$ cat config.mk
export PLATFORM = sky130hd
export DESIGN_NAME = sadc_ctrl
export DESIGN_NICKNAME = d
export VERILOG_FILES = /design/src/core/sadc_pkg.sv /design/src/core/sadc_ctrl.sv
export SDC_FILE = /design/constraint.sdc
export NUM_CORES = 1
export LEC_CHECK = 0
export BUFFER_PORTS_ARGS = -buffer_cell sky130_fd_sc_hd__buf_2
export CELL_PAD_IN_SITES_DETAIL_PLACEMENT = 2
export CELL_PAD_IN_SITES_GLOBAL_PLACEMENT = 2
export CORE_UTILIZATION = 34
export CTS_BUF_LIST = sky130_fd_sc_hd__clkbuf_4 sky130_fd_sc_hd__clkbuf_8
export CTS_CLUSTER_DIAMETER = 50
export DETAILED_ROUTE_END_ITERATION = 10
export PLACE_DENSITY = 0.79
export SLEW_MARGIN = 20
export SYNTH_ARGS = -nofsm -noshare
export SYNTH_HDL_FRONTEND = slang
export SYNTH_SLANG_ARGS = --single-unit
$ cat constraint.sdc
create_clock -name clk -period 2.5 [get_ports clk]
set_clock_uncertainty 0.2 [all_clocks]
set_input_delay 0.25 -clock clk [delete_from_list [all_inputs] [get_ports clk]]
set_output_delay 0.25 -clock clk [all_outputs]
set_load 0.02 [all_outputs]
$ cat src/core/sadc_pkg.sv
//------------------------------------------------------------------------------
//------------------------------------------------------------------------------
package sadc_pkg;
   localparam int        RES_W        = 12;       // result width
   localparam int        NCH          = 8;        // single-ended channels
   localparam int        NDIFF        = 4;        // differential pairs
   localparam logic [1:0] MODE_SINGLE = 2'h0;
   localparam logic [1:0] MODE_SCAN   = 2'h1;
   localparam logic [1:0] MODE_CONT   = 2'h3;
   localparam logic [1:0] CH7_EXT     = 2'h0;     // external analog input
   localparam logic [1:0] CH7_BGAP    = 2'h1;     // bandgap reference
   localparam logic [1:0] CH7_TEMP    = 2'h2;     // temperature sensor
   localparam logic [1:0] CH7_AGND    = 2'h3;     // analog ground
   localparam int        CLK_KHZ      = 20000;    // system clock rate
   localparam int        ADC_MAX_KHZ  = 16000;    // ceiling on converter clock
   localparam int        CONV_TIME_NS = 1250;     // longest conversion time
   localparam int        CONV_MAX_CYC = CONV_TIME_NS * CLK_KHZ / 1000000;
   localparam logic [2:0] SAMPLE_CYC  = 3'h4;     // sample phase length
   localparam logic [5:0] CAL_CYC     = 6'h20;    // calibration length
   localparam logic [3:0] MSB_IDX     = 4'hb;
   localparam logic [11:0] RES_RST    = 12'h000;
   typedef enum logic [2:0] {S_IDLE, S_CAL, S_SAMPLE, S_CONV, S_STORE} sadc_state_e;
endpackage : sadc_pkg

$ cat src/core/sadc_ctrl.sv
`timescale 1ns/1ps
`default_nettype none
module sadc_ctrl
   import sadc_pkg::*;
(
   input  wire logic              clk,
   input  wire logic              rst,
   // software control
   input  wire logic [1:0]        mode,
   input  wire logic              start_wr,
   input  wire logic              start_clr,
   output logic                   conversion_start_bit,
   input  wire logic              ext_trig_en,
   input  wire logic              external_trigger_pin,
   input  wire logic [NCH-1:0]    chan_en,
   input  wire logic [2:0]        single_chan,
   input  wire logic              diff_mode,
   input  wire logic [1:0]        ch7_src,
   input  wire logic              cmp_en,
   input  wire logic [RES_W-1:0]  cmp_val,
   input  wire logic              cmp_clr,
   output logic                   cmp_flag,
   input  wire logic              done_clr,
   output logic                   conv_done,
   input  wire logic              cal_req,
   output logic                   cal_busy,
   output logic                   busy,
   // result read port
   input  wire logic              rd_en,
   input  wire logic [2:0]        rd_chan,
   output logic [RES_W-1:0]       rd_data,
   output logic                   rd_valid,
   output logic                   rd_ovr,
   // analog core side
   output logic [2:0]             mux_chan,
   output logic                   mux_diff,
   output logic [1:0]             mux_ch7_sel,
   output logic                   sample_hold,
   output logic [RES_W-1:0]       dac_code,
   input  wire logic              cmp_hi,
   output logic                   cal_mode
);
   //---------------------------------------------------------------------------
   // helpers
   //---------------------------------------------------------------------------
   // lowest enabled channel at or above from; msb says one was found
   function automatic logic [3:0] find_chan(input logic [NCH-1:0] en,
                                            input logic [3:0] from);
      logic [3:0] r;
      r = 4'h0;
      for (int i = NCH - 1; i >= 0; i--) begin
         if (en[i] && (4'(i) >= from)) begin
            r = {1'b1, 3'(i)};
         end
      end
      return r;
   endfunction : find_chan

   //---------------------------------------------------------------------------
   // trigger pin synchroniser
   //---------------------------------------------------------------------------
   logic trig_s1_r, trig_s2_r, trig_s3_r;
   logic trig_rise;

   // two flops then an edge detector on the second
   always_ff @(posedge clk) begin
      if (rst) begin
         trig_s1_r <= 1'b0;
         trig_s2_r <= 1'b0;
         trig_s3_r <= 1'b0;
      end else begin
         trig_s1_r <= external_trigger_pin;
         trig_s2_r <= trig_s1_r;
         trig_s3_r <= trig_s2_r;
      end
   end
   assign trig_rise = ext_trig_en & trig_s2_r & ~trig_s3_r;

   //---------------------------------------------------------------------------
   // sequencer
   //---------------------------------------------------------------------------
   sadc_state_e      state_r, state_nxt;
   logic             start_r, start_nxt;
   logic             done_r, done_nxt;
   logic [2:0]       chan_r, chan_nxt;
   logic [5:0]       cnt_r, cnt_nxt;
   logic [3:0]       bit_r, bit_nxt;
   logic [RES_W-1:0] code_r, code_nxt;
   logic [NCH-1:0]   eff_en;
   logic [3:0]       first_ch, next_ch;
   logic             store;

   assign eff_en   = diff_mode ? (chan_en & 8'h0f) : chan_en;
   assign first_ch = find_chan(eff_en, 4'h0);
   assign next_ch  = find_chan(eff_en, 4'({1'b0, chan_r}) + 4'h1);
   assign store    = (state_r == S_STORE);

   // next state of the conversion sequencer
   always_comb begin
      state_nxt = state_r;
      start_nxt = start_r;
      done_nxt  = done_r;
      chan_nxt  = chan_r;
      cnt_nxt   = cnt_r;
      bit_nxt   = bit_r;
      code_nxt  = code_r;
      if (start_clr) begin
         start_nxt = 1'b0;
      end
      if (done_clr) begin
         done_nxt = 1'b0;
      end
      case (state_r)
         S_IDLE: begin
            if (cal_req) begin
               state_nxt = S_CAL;
               cnt_nxt   = 6'h0;
            end else if (start_r) begin
               cnt_nxt = 6'h0;
               if (mode == MODE_SINGLE) begin
                  chan_nxt  = diff_mode ? {1'b0, single_chan[1:0]} : single_chan;
                  state_nxt = S_SAMPLE;
               end else if (first_ch[3]) begin
                  chan_nxt  = first_ch[2:0];
                  state_nxt = S_SAMPLE;
               end else begin
                  start_nxt = 1'b0;                                // nothing enabled
               end
            end
         end
         S_CAL: begin
            cnt_nxt = cnt_r + 6'h1;
            if (cnt_r == CAL_CYC - 6'h1) begin
               state_nxt = S_IDLE;
            end
         end
         S_SAMPLE: begin
            cnt_nxt = cnt_r + 6'h1;
            if (cnt_r[2:0] == SAMPLE_CYC - 3'h1) begin
               state_nxt = S_CONV;
               bit_nxt   = MSB_IDX;
               code_nxt  = 12'h800;                                // first trial
            end
         end
         S_CONV: begin
            // keep trial bit when input is at or above the dac level
            if (!cmp_hi) begin
               code_nxt[bit_r] = 1'b0;
            end
            if (bit_r == 4'h0) begin
               state_nxt = S_STORE;
            end else begin
               bit_nxt = bit_r - 4'h1;
               code_nxt[bit_r - 4'h1] = 1'b1;
            end
         end
         S_STORE: begin
            cnt_nxt = 6'h0;
            if (mode == MODE_SINGLE) begin
               state_nxt = S_IDLE;
               start_nxt = 1'b0;
               done_nxt  = 1'b1;
            end else if (next_ch[3]) begin
               chan_nxt  = next_ch[2:0];
               state_nxt = S_SAMPLE;
            end else if (mode == MODE_CONT && start_nxt && first_ch[3]) begin
               chan_nxt  = first_ch[2:0];
               state_nxt = S_SAMPLE;
            end else begin
               state_nxt = S_IDLE;
               if (mode != MODE_CONT) begin
                  start_nxt = 1'b0;
                  done_nxt  = 1'b1;
               end
            end
         end
         default: state_nxt = S_IDLE;
      endcase
      // a new start outranks the auto clear and a software clear
      if (start_wr || trig_rise) begin
         start_nxt = 1'b1;
      end
   end

   // sequencer registers
   always_ff @(posedge clk) begin
      if (rst) begin
         state_r <= S_IDLE;
         start_r <= 1'b0;
         done_r  <= 1'b0;
         chan_r  <= 3'h0;
         cnt_r   <= 6'h0;
         bit_r   <= 4'h0;
         code_r  <= RES_RST;
      end else begin
         state_r <= state_nxt;
         start_r <= start_nxt;
         done_r  <= done_nxt;
         chan_r  <= chan_nxt;
         cnt_r   <= cnt_nxt;
         bit_r   <= bit_nxt;
         code_r  <= code_nxt;
      end
   end

   //---------------------------------------------------------------------------
   // result registers and compare
   //---------------------------------------------------------------------------
   logic [RES_W-1:0] res_r [NCH], res_nxt [NCH];
   logic [NCH-1:0]   valid_r, valid_nxt, ovr_r, ovr_nxt;
   logic             cmpf_r, cmpf_nxt;
   logic [RES_W-1:0] rdd_r, rdd_nxt;
   logic             rdv_r, rdv_nxt, rdo_r, rdo_nxt;

   // store, read-clear and compare; a store beats a read clear
   always_comb begin
      res_nxt   = res_r;
      valid_nxt = valid_r;
      ovr_nxt   = ovr_r;
      cmpf_nxt  = cmpf_r;
      rdd_nxt   = rdd_r;
      rdv_nxt   = rdv_r;
      rdo_nxt   = rdo_r;
      if (rd_en) begin
         rdd_nxt            = res_r[rd_chan];
         rdv_nxt            = valid_r[rd_chan];
         rdo_nxt            = ovr_r[rd_chan];
         valid_nxt[rd_chan] = 1'b0;
         ovr_nxt[rd_chan]   = 1'b0;
      end
      if (cmp_clr) begin
         cmpf_nxt = 1'b0;
      end
      if (store) begin
         res_nxt[chan_r]   = code_r;
         valid_nxt[chan_r] = 1'b1;
         if (valid_r[chan_r]) begin
            ovr_nxt[chan_r] = 1'b1;
         end
         if (cmp_en && code_r == cmp_val) begin
            cmpf_nxt = 1'b1;
         end
      end
   end

   // result registers
   always_ff @(posedge clk) begin
      if (rst) begin
         for (int i = 0; i < NCH; i++) begin
            res_r[i] <= RES_RST;
         end
         valid_r <= 8'h00;
         ovr_r   <= 8'h00;
         cmpf_r  <= 1'b0;
         rdd_r   <= RES_RST;
         rdv_r   <= 1'b0;
         rdo_r   <= 1'b0;
      end else begin
         res_r   <= res_nxt;
         valid_r <= valid_nxt;
         ovr_r   <= ovr_nxt;
         cmpf_r  <= cmpf_nxt;
         rdd_r   <= rdd_nxt;
         rdv_r   <= rdv_nxt;
         rdo_r   <= rdo_nxt;
      end
   end

   //---------------------------------------------------------------------------
   // outputs
   //---------------------------------------------------------------------------
   assign conversion_start_bit = start_r;
   assign conv_done   = done_r;
   assign cmp_flag    = cmpf_r;
   assign cal_busy    = (state_r == S_CAL);
   assign cal_mode    = (state_r == S_CAL);
   assign busy        = (state_r != S_IDLE);
   assign rd_data     = rdd_r;
   assign rd_valid    = rdv_r;
   assign rd_ovr      = rdo_r;
   assign mux_chan    = chan_r;
   assign mux_diff    = diff_mode;
   assign mux_ch7_sel = ch7_src;
   assign sample_hold = (state_r == S_SAMPLE);
   assign dac_code    = code_r;

   //---------------------------------------------------------------------------
   // assertions
   //---------------------------------------------------------------------------
   localparam int CONV_MAX = 24;
endmodule : sadc_ctrl
`default_nettype wire

* After elaboration in Yosys (flattened, before gate mapping)
Cells that the tools add are included.
** Word-level totals
- Register bits after elaboration :: 160
- Input bits :: 43
- Output and inout port bits :: 39
- Word-level logic and storage cells :: 202
** Cells by class
- Add/subtract/negate cells :: 3
- Magnitude comparators :: 19
- Eq/ne operators :: 20
- Muxes and demuxes :: 93
- Bitwise logic cells :: 13
- Reductions and logical operators :: 30
** Operators with widths (count)
- bitwise mux 96 bit :: 1
- two-way mux 12 bit :: 7
- two-way mux 4 bit :: 18
- two-way mux 8 bit :: 6
- two-way mux 3 bit :: 15
- binary-select mux 12 bit (select 3 bit) :: 1
- demux 12 bit (select 3 bit) :: 1
- two-way mux 1 bit :: 26
- case mux 12 bit (2 select lines) :: 1
- case mux 6 bit (3 select lines) :: 1
- bitwise AND 8 bit :: 2
- greater-or-equal comparator 3 x 4 -> 1 bit (first input constant) :: 4
- logical AND 1 bit :: 16
- OR 8 bit :: 2
- case mux 3 bit (5 select lines) :: 1
- bitwise AND 12 bit :: 1
- equality test 12 bit :: 1
- two-way mux 6 bit :: 2
- != test 2 bit (second input constant) :: 6
- inverter 12 bit :: 1
- OR 12 bit :: 1
- less-than comparator 4 x 5 -> 1 bit (second input constant) :: 2
- binary-select mux 1 bit (select 3 bit) :: 3
- equality test 3 x 2 -> 1 bit (second input constant) :: 3
- other kinds (39) :: 56

* Logic depth before layout (Yosys ltp)
Gate-level depths: netlist (run 1).
- Word-level depth :: 15
- Mapped depth :: 9
- Mapped depth without buffers :: 8

* Worst setup path before layout (run 1)
No wires, ideal clock.
- Kind :: register -> register
- From :: register chan_r[0], in the netlist mux_chan[0]
- To :: register chan_r[2], in the netlist mux_chan[2]
- Library setup time :: 132 ps
- Data arrival time :: 2370 ps
- Required time :: 2168 ps
- Setup slack :: -202 ps
- Stages on the path, launching flop included :: 10
- Period minus slack after synthesis :: 2702 ps
- Path through :: dfxtp_1 clkbuf_8 inv_1 ha_1 a21oi_1 a21boi_0 a32oi_1 o41ai_4 nand3b_1 a21oi_1
** Between the ends
- Longest elaborated chain between the ends :: 14
** RTL lines
- start: declaration :: line sadc_ctrl.sv:85 : logic [2:0] chan_r, chan_nxt;
- start signal: assignment :: line sadc_ctrl.sv:199 : chan_r <= chan_nxt;
- adder 3 x 1 -> 4 bit (*) :: line sadc_ctrl.sv:95 : assign next_ch = find_chan(eff_en, 4'({1'b0, chan_r}) + 4'h1);
- greater-or-equal comparator 3 x 4 -> 1 bit :: line sadc_ctrl.sv:52 : if (en[i] && (4'(i) >= from)) begin
- logical AND 1 bit :: line sadc_ctrl.sv:52
- two-way mux 4 bit (7 in series) :: line sadc_ctrl.sv:52
- two-way mux 4 bit (*) :: line sadc_ctrl.sv:52
- two-way mux 3 bit :: line sadc_ctrl.sv:163 : end else if (next_ch[3]) begin
- two-way mux 3 bit :: line sadc_ctrl.sv:159 : if (mode == MODE_SINGLE) begin
- case mux 3 bit (2 select lines) :: line sadc_ctrl.sv:113 : case (state_r)
Mark *: on every way between the ends. The rest lies on a longest branch, timed or not. The select of a mux whose other input is x is not followed.
A chain may end at the register's enable or synchronous reset.

* Final worst setup path (run 1)
- From :: register chan_r[1], in the netlist mux_chan[1]
- To :: register chan_r[0], in the netlist mux_chan[0]
The elaborated chain is that of the path after synthesis.

==> results of run 1 <==
-- worst reg2reg max path, cell delays in order (launching register included) --
cell and delay [ns]:
dfxtp_4 0.38, inv_1 0.08, ha_1 0.19, or2b_4 0.28, o21a_1 0.18, o31a_1 0.35, nor3b_1 0.26, a211oi_1 0.08
o41ai_1 0.34
-- power groups by stage --
stage                     Combinational, mW  Sequential [mW]  Clock (mW)
after floorplan                       0.724             2.73           0
after global placement                 1.02             2.75           0
after detailed placement               1.05             2.75           0
after CTS                              1.09             2.69        2.14
after global routing                   1.21             2.71        2.24
final                                  1.10             2.70        2.09
-- what timing repair did --
action / in CTS / in global routing
pin swaps: 1 / 4
setup buffers: 2 / 1
hold buffers: 11 / 0
resized for setup: 2 / 15
setup endpoints to repair: 1 / 7
endpoints found under the hold margin: 13 / 0
cloned: 0 / 0
-- path summary, 6_finish.rpt --
| path | endpoint | slack [ns] | cells after the start |
|---|---|---|---|
| worst max register to register | mux_chan[0] | 0.05 | 8 |
| worst min-delay path | mux_chan[0] | 0.04 | 5 |
| worst min register to register | trig_s2_r | 0.26 | 1 |
| worst max-delay path | mux_chan[0] | 0.05 | 8 |
-- per-stage QoR --
stage / power [mW] / cell area, sq um / hold WS, ns / util (%) / setup WS [ns]
2_1_floorplan: 3.452 / 7795 / 0.1782 / - / 0.002980
3_3_place_gp: 3.772 / 8513 / 0.2183 / 38.41 / 0.06073
3_5_place_dp: 3.802 / 8513 / 0.2376 / 38.41 / -0.006228
4_1_cts: 5.918 / 9070 / 0.01284 / 40.93 / -0.008240
5_1_grt: 6.164 / 9145 / 0.05115 / 41.27 / -0.04048
6_report: 5.893 / 9145 / 0.03871 / 41.27 / 0.05069
-- Yosys cell counts, drive strengths merged, types with 4 or more instances --
library cell	n
buf	18
nor3b	9
a21o	4
mux4	22
a211oi	16
inv	12
a311oi	5
nand2b	10
xnor2	16
o211ai	6
mux2i	68
nor3	13
a22o	4
a21oi	98
nor2b	10
nor2	107
a22oi	7
a31oi	5
ha	9
nand3	18
clkbuf	60
dfxtp	160
nand2	145
nor4	5
o21ai	33
nand4	6
-- registers in the layout, summed over array words and instances (netlist names) --
| signal | count |
|---|---|
| cnt_r | 6 |
| bit_r | 4 |
| res_r | 96 |
| dac_code | 12 |
| trig_s3_r | 1 |
| rd_valid | 1 |
| cmp_flag | 1 |
| trig_s1_r | 1 |
| valid_r | 8 |
| conv_done | 1 |
| state_r | 3 |
| rd_ovr | 1 |
| conversion_start_bit | 1 |
| mux_chan | 3 |
| rd_data | 12 |
| trig_s2_r | 1 |
| ovr_r | 8 |
-- cells by family after synthesis --
logic type / after synthesis / synth area share, %
flops: 160 / 41.16
simple gates: 339 / 19.28
buf+inv: 91 / 5.482
fa+ha+maj: 9 / 1.447
mux: 90 / 15.11
xor+xnor: 17 / 1.913
compound gates: 199 / 15.61
-- layer usage --
metal | track usage (%) | up-vias
met4 | 7.359 | 0
li1 | - | 3299
met1 | 27.92 | 3554
met2 | 40.16 | 93
met3 | 3.771 | 41
met5 | 0 | -
-- final cells by class --
class / instances / area, sq um / share of cell area [%]
Inverter: 13 / 48.80 / 0.5336
Timing Repair Buffer: 133 / 873.3 / 9.550
Multi-Input combinational cell: 654 / 4233 / 46.29
Sequential cell: 160 / 3212 / 35.12
Clock inverter: 11 / 151.4 / 1.655
Clock buffer: 21 / 276.5 / 3.024
Tap cell: 280 / 350.3 / 3.831
==> metrics.txt, run 1 <==
final WL=25.69 mm; routed len/inst=20.19 um; layout net count=1031; register bit count reported by yosys=160; CP cell instances=inv_1 > ha_1 > or2b_4 > o21a_1 > o31a_1 > nor3b_1 > a211oi_1 > o41ai_1; Final Critical Period=2.449 ns; Cell Int Power=4.106 mW; Initial Util=35.12%; Worst R2R Start=mux_chan[1]; unrepaired setup endpoints after global routing=true; Final GP Congestion=0.7995; drt first pass iters=4; first-pass GRT wire length=41.82 mm; Fin Setup TNS=0 ns; Critical Path RT=2.65 ns; Crit path max-delay family=compound AO/OA/AOI/OAI gates; largest area contributor in the netlist=dfxtp_1; CP max FO=6; Port Buffers=77; Distinct cells, synth=61; Clk pwr share=35.5%; CTS clk-pin slew, worst paths=0.09 ns; CTS buffer count=17; Sw Pwr=1.788 mW; worst setup path startpoint=mux_chan[1]; area of the core=0.02216 sq mm; Post-Syn Area=0.007782 sq mm; clock tree sinks=160; max-cap viol count=0; ANT nets after route=0; combinational share of power=18.7%; Finished Layout Cells=1272; largest net degree at the start of global routing=89; cell leakage power=3.450 nW; Syn Nets=957; CTS tree=done; fraction of registers with async set/reset=0%; syn avg cell area=8.599 sq um; vias in the first global route=7730; CTS root buffer=clkbuf_8; total number of vias=6987; Placed Cells=1226; P per Cell Area=644.4 mW/mm^2; Post-DP HPWL=17.06 mm; Net Sw Frac=30.33%; H-Tree Depth=4; hold wc startpoint=single_chan[0]; wl on met1=11.56 mm; max-slew violation count=0; die area=0.02350 sq mm; share of the synthesized area in the top cell type=41.16%; FILL cells=2469; Arrival @ worst endpoint=2.60 ns; DRC=0; critical path's largest stage delay=0.38 ns; # diodes=0; Flop pwr share=45.8%; most common cell after layout, fill and taps aside=dfxtp_1; crit start category=register; met2 WL=12.96 mm; Cell Rows=54; critical path capture point type=register; initial antenna violation count=0; leading cell types in the layout, fill and taps excluded=dfxtp_1, nand2_1, nor2_1; count of buffer and inverter cells on the critical path=1; sequential fraction of the synthesis area=41.16%; Mapped Cells=905; area growth from synthesis to layout=17.51%; routed wl met3=540 um; WS Path Type=register to register; Area contributors post-synth=dfxtp_1, mux2i_1, nand2_1, mux4_2, a21oi_1; num ports=82; Die Width=153.3 um; setup violators final=0; worst-margin pin slew=0.6987 ns; share of post-route cells with drive strength above 1=20.77%; maximum clock frequency=0.4083 GHz; drt initial violations=427; grt ovf=0; worst min path class=input port to register; DIE HEIGHT=153.3 um; Final Cycle Share=97.97%; status=finished clean; Post-synth EDFFs=0; synthesis warning total=0; worst-case clock buffer depth=2; DR vias/cell=5.493; leading register cell type out of synthesis=dfxtp_1; slew margin rel.=53.29%; Fin. Hold Viols=0; slowest stage cell on the critical path=dfxtp_4; Peak VDD IR=0.0003482 V; DR top layer=met4; Clock Latency Late Sink=0.47 ns; Total GRT Usage=22.71%
Power figures use the tool's default switching activity.
==> inputs of run 2 (changes only) <==
--- a/config.mk
+++ b/config.mk
@@ -9,4 +9,5 @@
 export CELL_PAD_IN_SITES_DETAIL_PLACEMENT = 2
 export CELL_PAD_IN_SITES_GLOBAL_PLACEMENT = 2
+export CORE_MARGIN = 2
 export CORE_UTILIZATION = 34
 export CTS_BUF_LIST = sky130_fd_sc_hd__clkbuf_4 sky130_fd_sc_hd__clkbuf_8
==> constraint.sdc (replaced) <==
create_clock -name clk -period 2.5 [get_ports clk]
set_clock_uncertainty 0.2 [all_clocks]
set_input_delay 0.25 -clock clk [delete_from_list [all_inputs] [get_ports clk]]
set_output_delay 0.25 -clock clk [all_outputs]
set_load 0.005 [all_outputs]
==> metrics.txt, run 2 (synthesis results as in run 1) <==
status=finished clean; worst min path class=input port to register; count of buffer and inverter cells on the critical path=2 (+1); Final Cycle Share=99.34% (+1.4 points); worst setup path startpoint=mux_chan[0]; cell leakage power=3.510 nW (+1.8%); Final GP Congestion=0.8147 (+1.9%); slowest stage cell on the critical path=o31a_1; Peak VDD IR=0.0003096 V (-11%); CTS tree=done; DR vias/cell=5.478 (-0.28%); Fin. Hold Viols=0 (unchanged); Total GRT Usage=22.25% (-0.46 points); cell mode on critical path=buf_4; leading cell types in the layout, fill and taps excluded=dfxtp_1, nand2_1, nor2_1; Post-DP HPWL=18.14 mm (+6.3%); met1 Use GR=26.34% (-1.6 points); DIE HEIGHT=155.3 um (+1.3%); setup violators final=0 (unchanged); first-pass GRT wire length=42.17 mm (+0.82%); vias in the first global route=7804 (+0.96%); CTS root buffer=clkbuf_8; most common cell after layout, fill and taps aside=dfxtp_1; Final Critical Period=2.484 ns (+0.03426 ns); Finished Layout Cells=1292 (+1.6%); # diodes=0 (unchanged); global-route layer with the greatest usage=met2; CP max FO=6 (unchanged); P per Cell Area=621.2 mW/mm^2 (-3.6%); CP cell instances=buf_4 > ha_2 > xnor2_2 > o21a_1 > o31a_1 > o41ai_4 > buf_4 > nand3b_1 > a21oi_1; share of post-route cells with drive strength above 1=22.14% (+1.4 points); num ports=82 (unchanged); Worst R2R Start=mux_chan[0]; area of the core=0.02257 sq mm (+1.9%); CTS buffer count=17 (unchanged); Arrival @ worst endpoint=2.62 ns (+0.02 ns); die area=0.02412 sq mm (+2.6%); Largest register FFs=96 (unchanged); Die Width=155.3 um (+1.3%); met2 GRT Util=40.68% (+0.52 points); ANT nets after route=0 (unchanged); worst-margin pin slew=0.6261 ns (-0.07259 ns); Placed Cells=1246 (+1.6%); layout net count=1046 (+1.5%); Initial Util=34.48% (-0.64 points); drt first pass iters=4 (unchanged); largest net degree at the start of global routing=52 (-42%); crit start category=register; Critical Path RT=2.63 ns (-0.02 ns); Cell Rows=55 (+1.9%); Setup WS pre-CTS=-0.04518 ns (-0.03895 ns); total number of vias=7077 (+1.3%); H-Tree Depth=4 (unchanged); hold wc startpoint=cmp_val[6]; min setup slack post-route=0.01643 ns (-0.03426 ns); WS Path Type=register to register; clock tree sinks=160 (unchanged); critical path's largest stage delay=0.40 ns (+0.02 ns); final WL=26.86 mm (+4.6%); Biggest register=res_r; Crit path max-delay family=compound AO/OA/AOI/OAI gates; grt met3 use=3.454% (-0.32 points); max-slew violation count=0 (unchanged); maximum clock frequency=0.4026 GHz (-1.4%); grt ovf=0 (unchanged); routed len/inst=20.79 um (+2.9%); CTS clk-pin slew, worst paths=0.10 ns (about the same); Clock Latency Late Sink=0.47 ns (about the same); DRC=0 (unchanged); worst-case clock buffer depth=2 (unchanged); Port Buffers=77 (unchanged); drt initial violations=333 (-22%); slew margin rel.=58.20% (+4.9 points); area growth from synthesis to layout=18.79%; max-cap viol count=0 (unchanged); critical path capture point type=register; initial antenna violation count=0 (unchanged)
run 2: power by group:
group          leakage [nW]  internal, mW  switching (mW)
Clock                 0.195         0.758            1.20
Sequential             1.29          2.61          0.0857
Combinational          2.02         0.438           0.655
Total                  3.51          3.80            1.94
run 2: layout make-up:
type,instances,area [sq um]
Clock buffer,17,234.0
Timing Repair Buffer,148,993.5
Fill cell,2527,13330
Inverter,13,48.80
Sequential cell,160,3207
Clock inverter,15,158.9
Multi-Input combinational cell,654,4247
Tap cell,285,356.6
run 2: per-layer routing:
layer / vias to the layer above / share of wire, %
li1: 3325 / -
met1: 3576 / 42
met2: 126 / 52
met3: 50 / 3.2
met4: 0 / 2.7
met5: - / 0
run 2: through the flow:
| stage | power, mW | cell area (sq um) | setup TNS (ns) | hold WS [ns] | utilization [%] |
|---|---|---|---|---|---|
| after floorplan | 3.387 | 7791 | 0 | 0.1782 | - |
| after global placement | 3.727 | 8641 | 0 | 0.2186 | 38.28 |
| after detailed placement | 3.769 | 8641 | -0.07956 | 0.2371 | 38.28 |
| after CTS | 5.748 | 9159 | 0 | 0.009614 | 40.58 |
| after global routing | 6.006 | 9245 | -0.2132 | 0.06489 | 40.96 |
| final | 5.743 | 9245 | 0 | 0.03182 | 40.96 |
run 2: worst paths after layout:
check | endpoint | depth (start not counted) | slack (ns)
setup / recovery | mux_chan[2] | 9 | 0.02
hold / removal | cmp_flag | 6 | 0.03
setup reg to reg | mux_chan[2] | 9 | 0.02
hold reg to reg | res_r[3] | 2 | 0.26
run 2: worst min-delay path, delay by kind of cell:
kind	cells	cell delay (ns)
AO/OA/AOI/OAI	1	0.06
AND/OR/NAND/NOR	3	0.21
buffers and inverters	1	0.09
XOR/XNOR	1	0.06
run 2: repair_timing:
action                     4_1_cts  5_1_grt
setup endpoints to repair        2       14
resized for setup                6       15
pin swaps                        2        5
hold endpoints to repair         6        0
hold buffers                     9        0
buffers inserted                 1        4
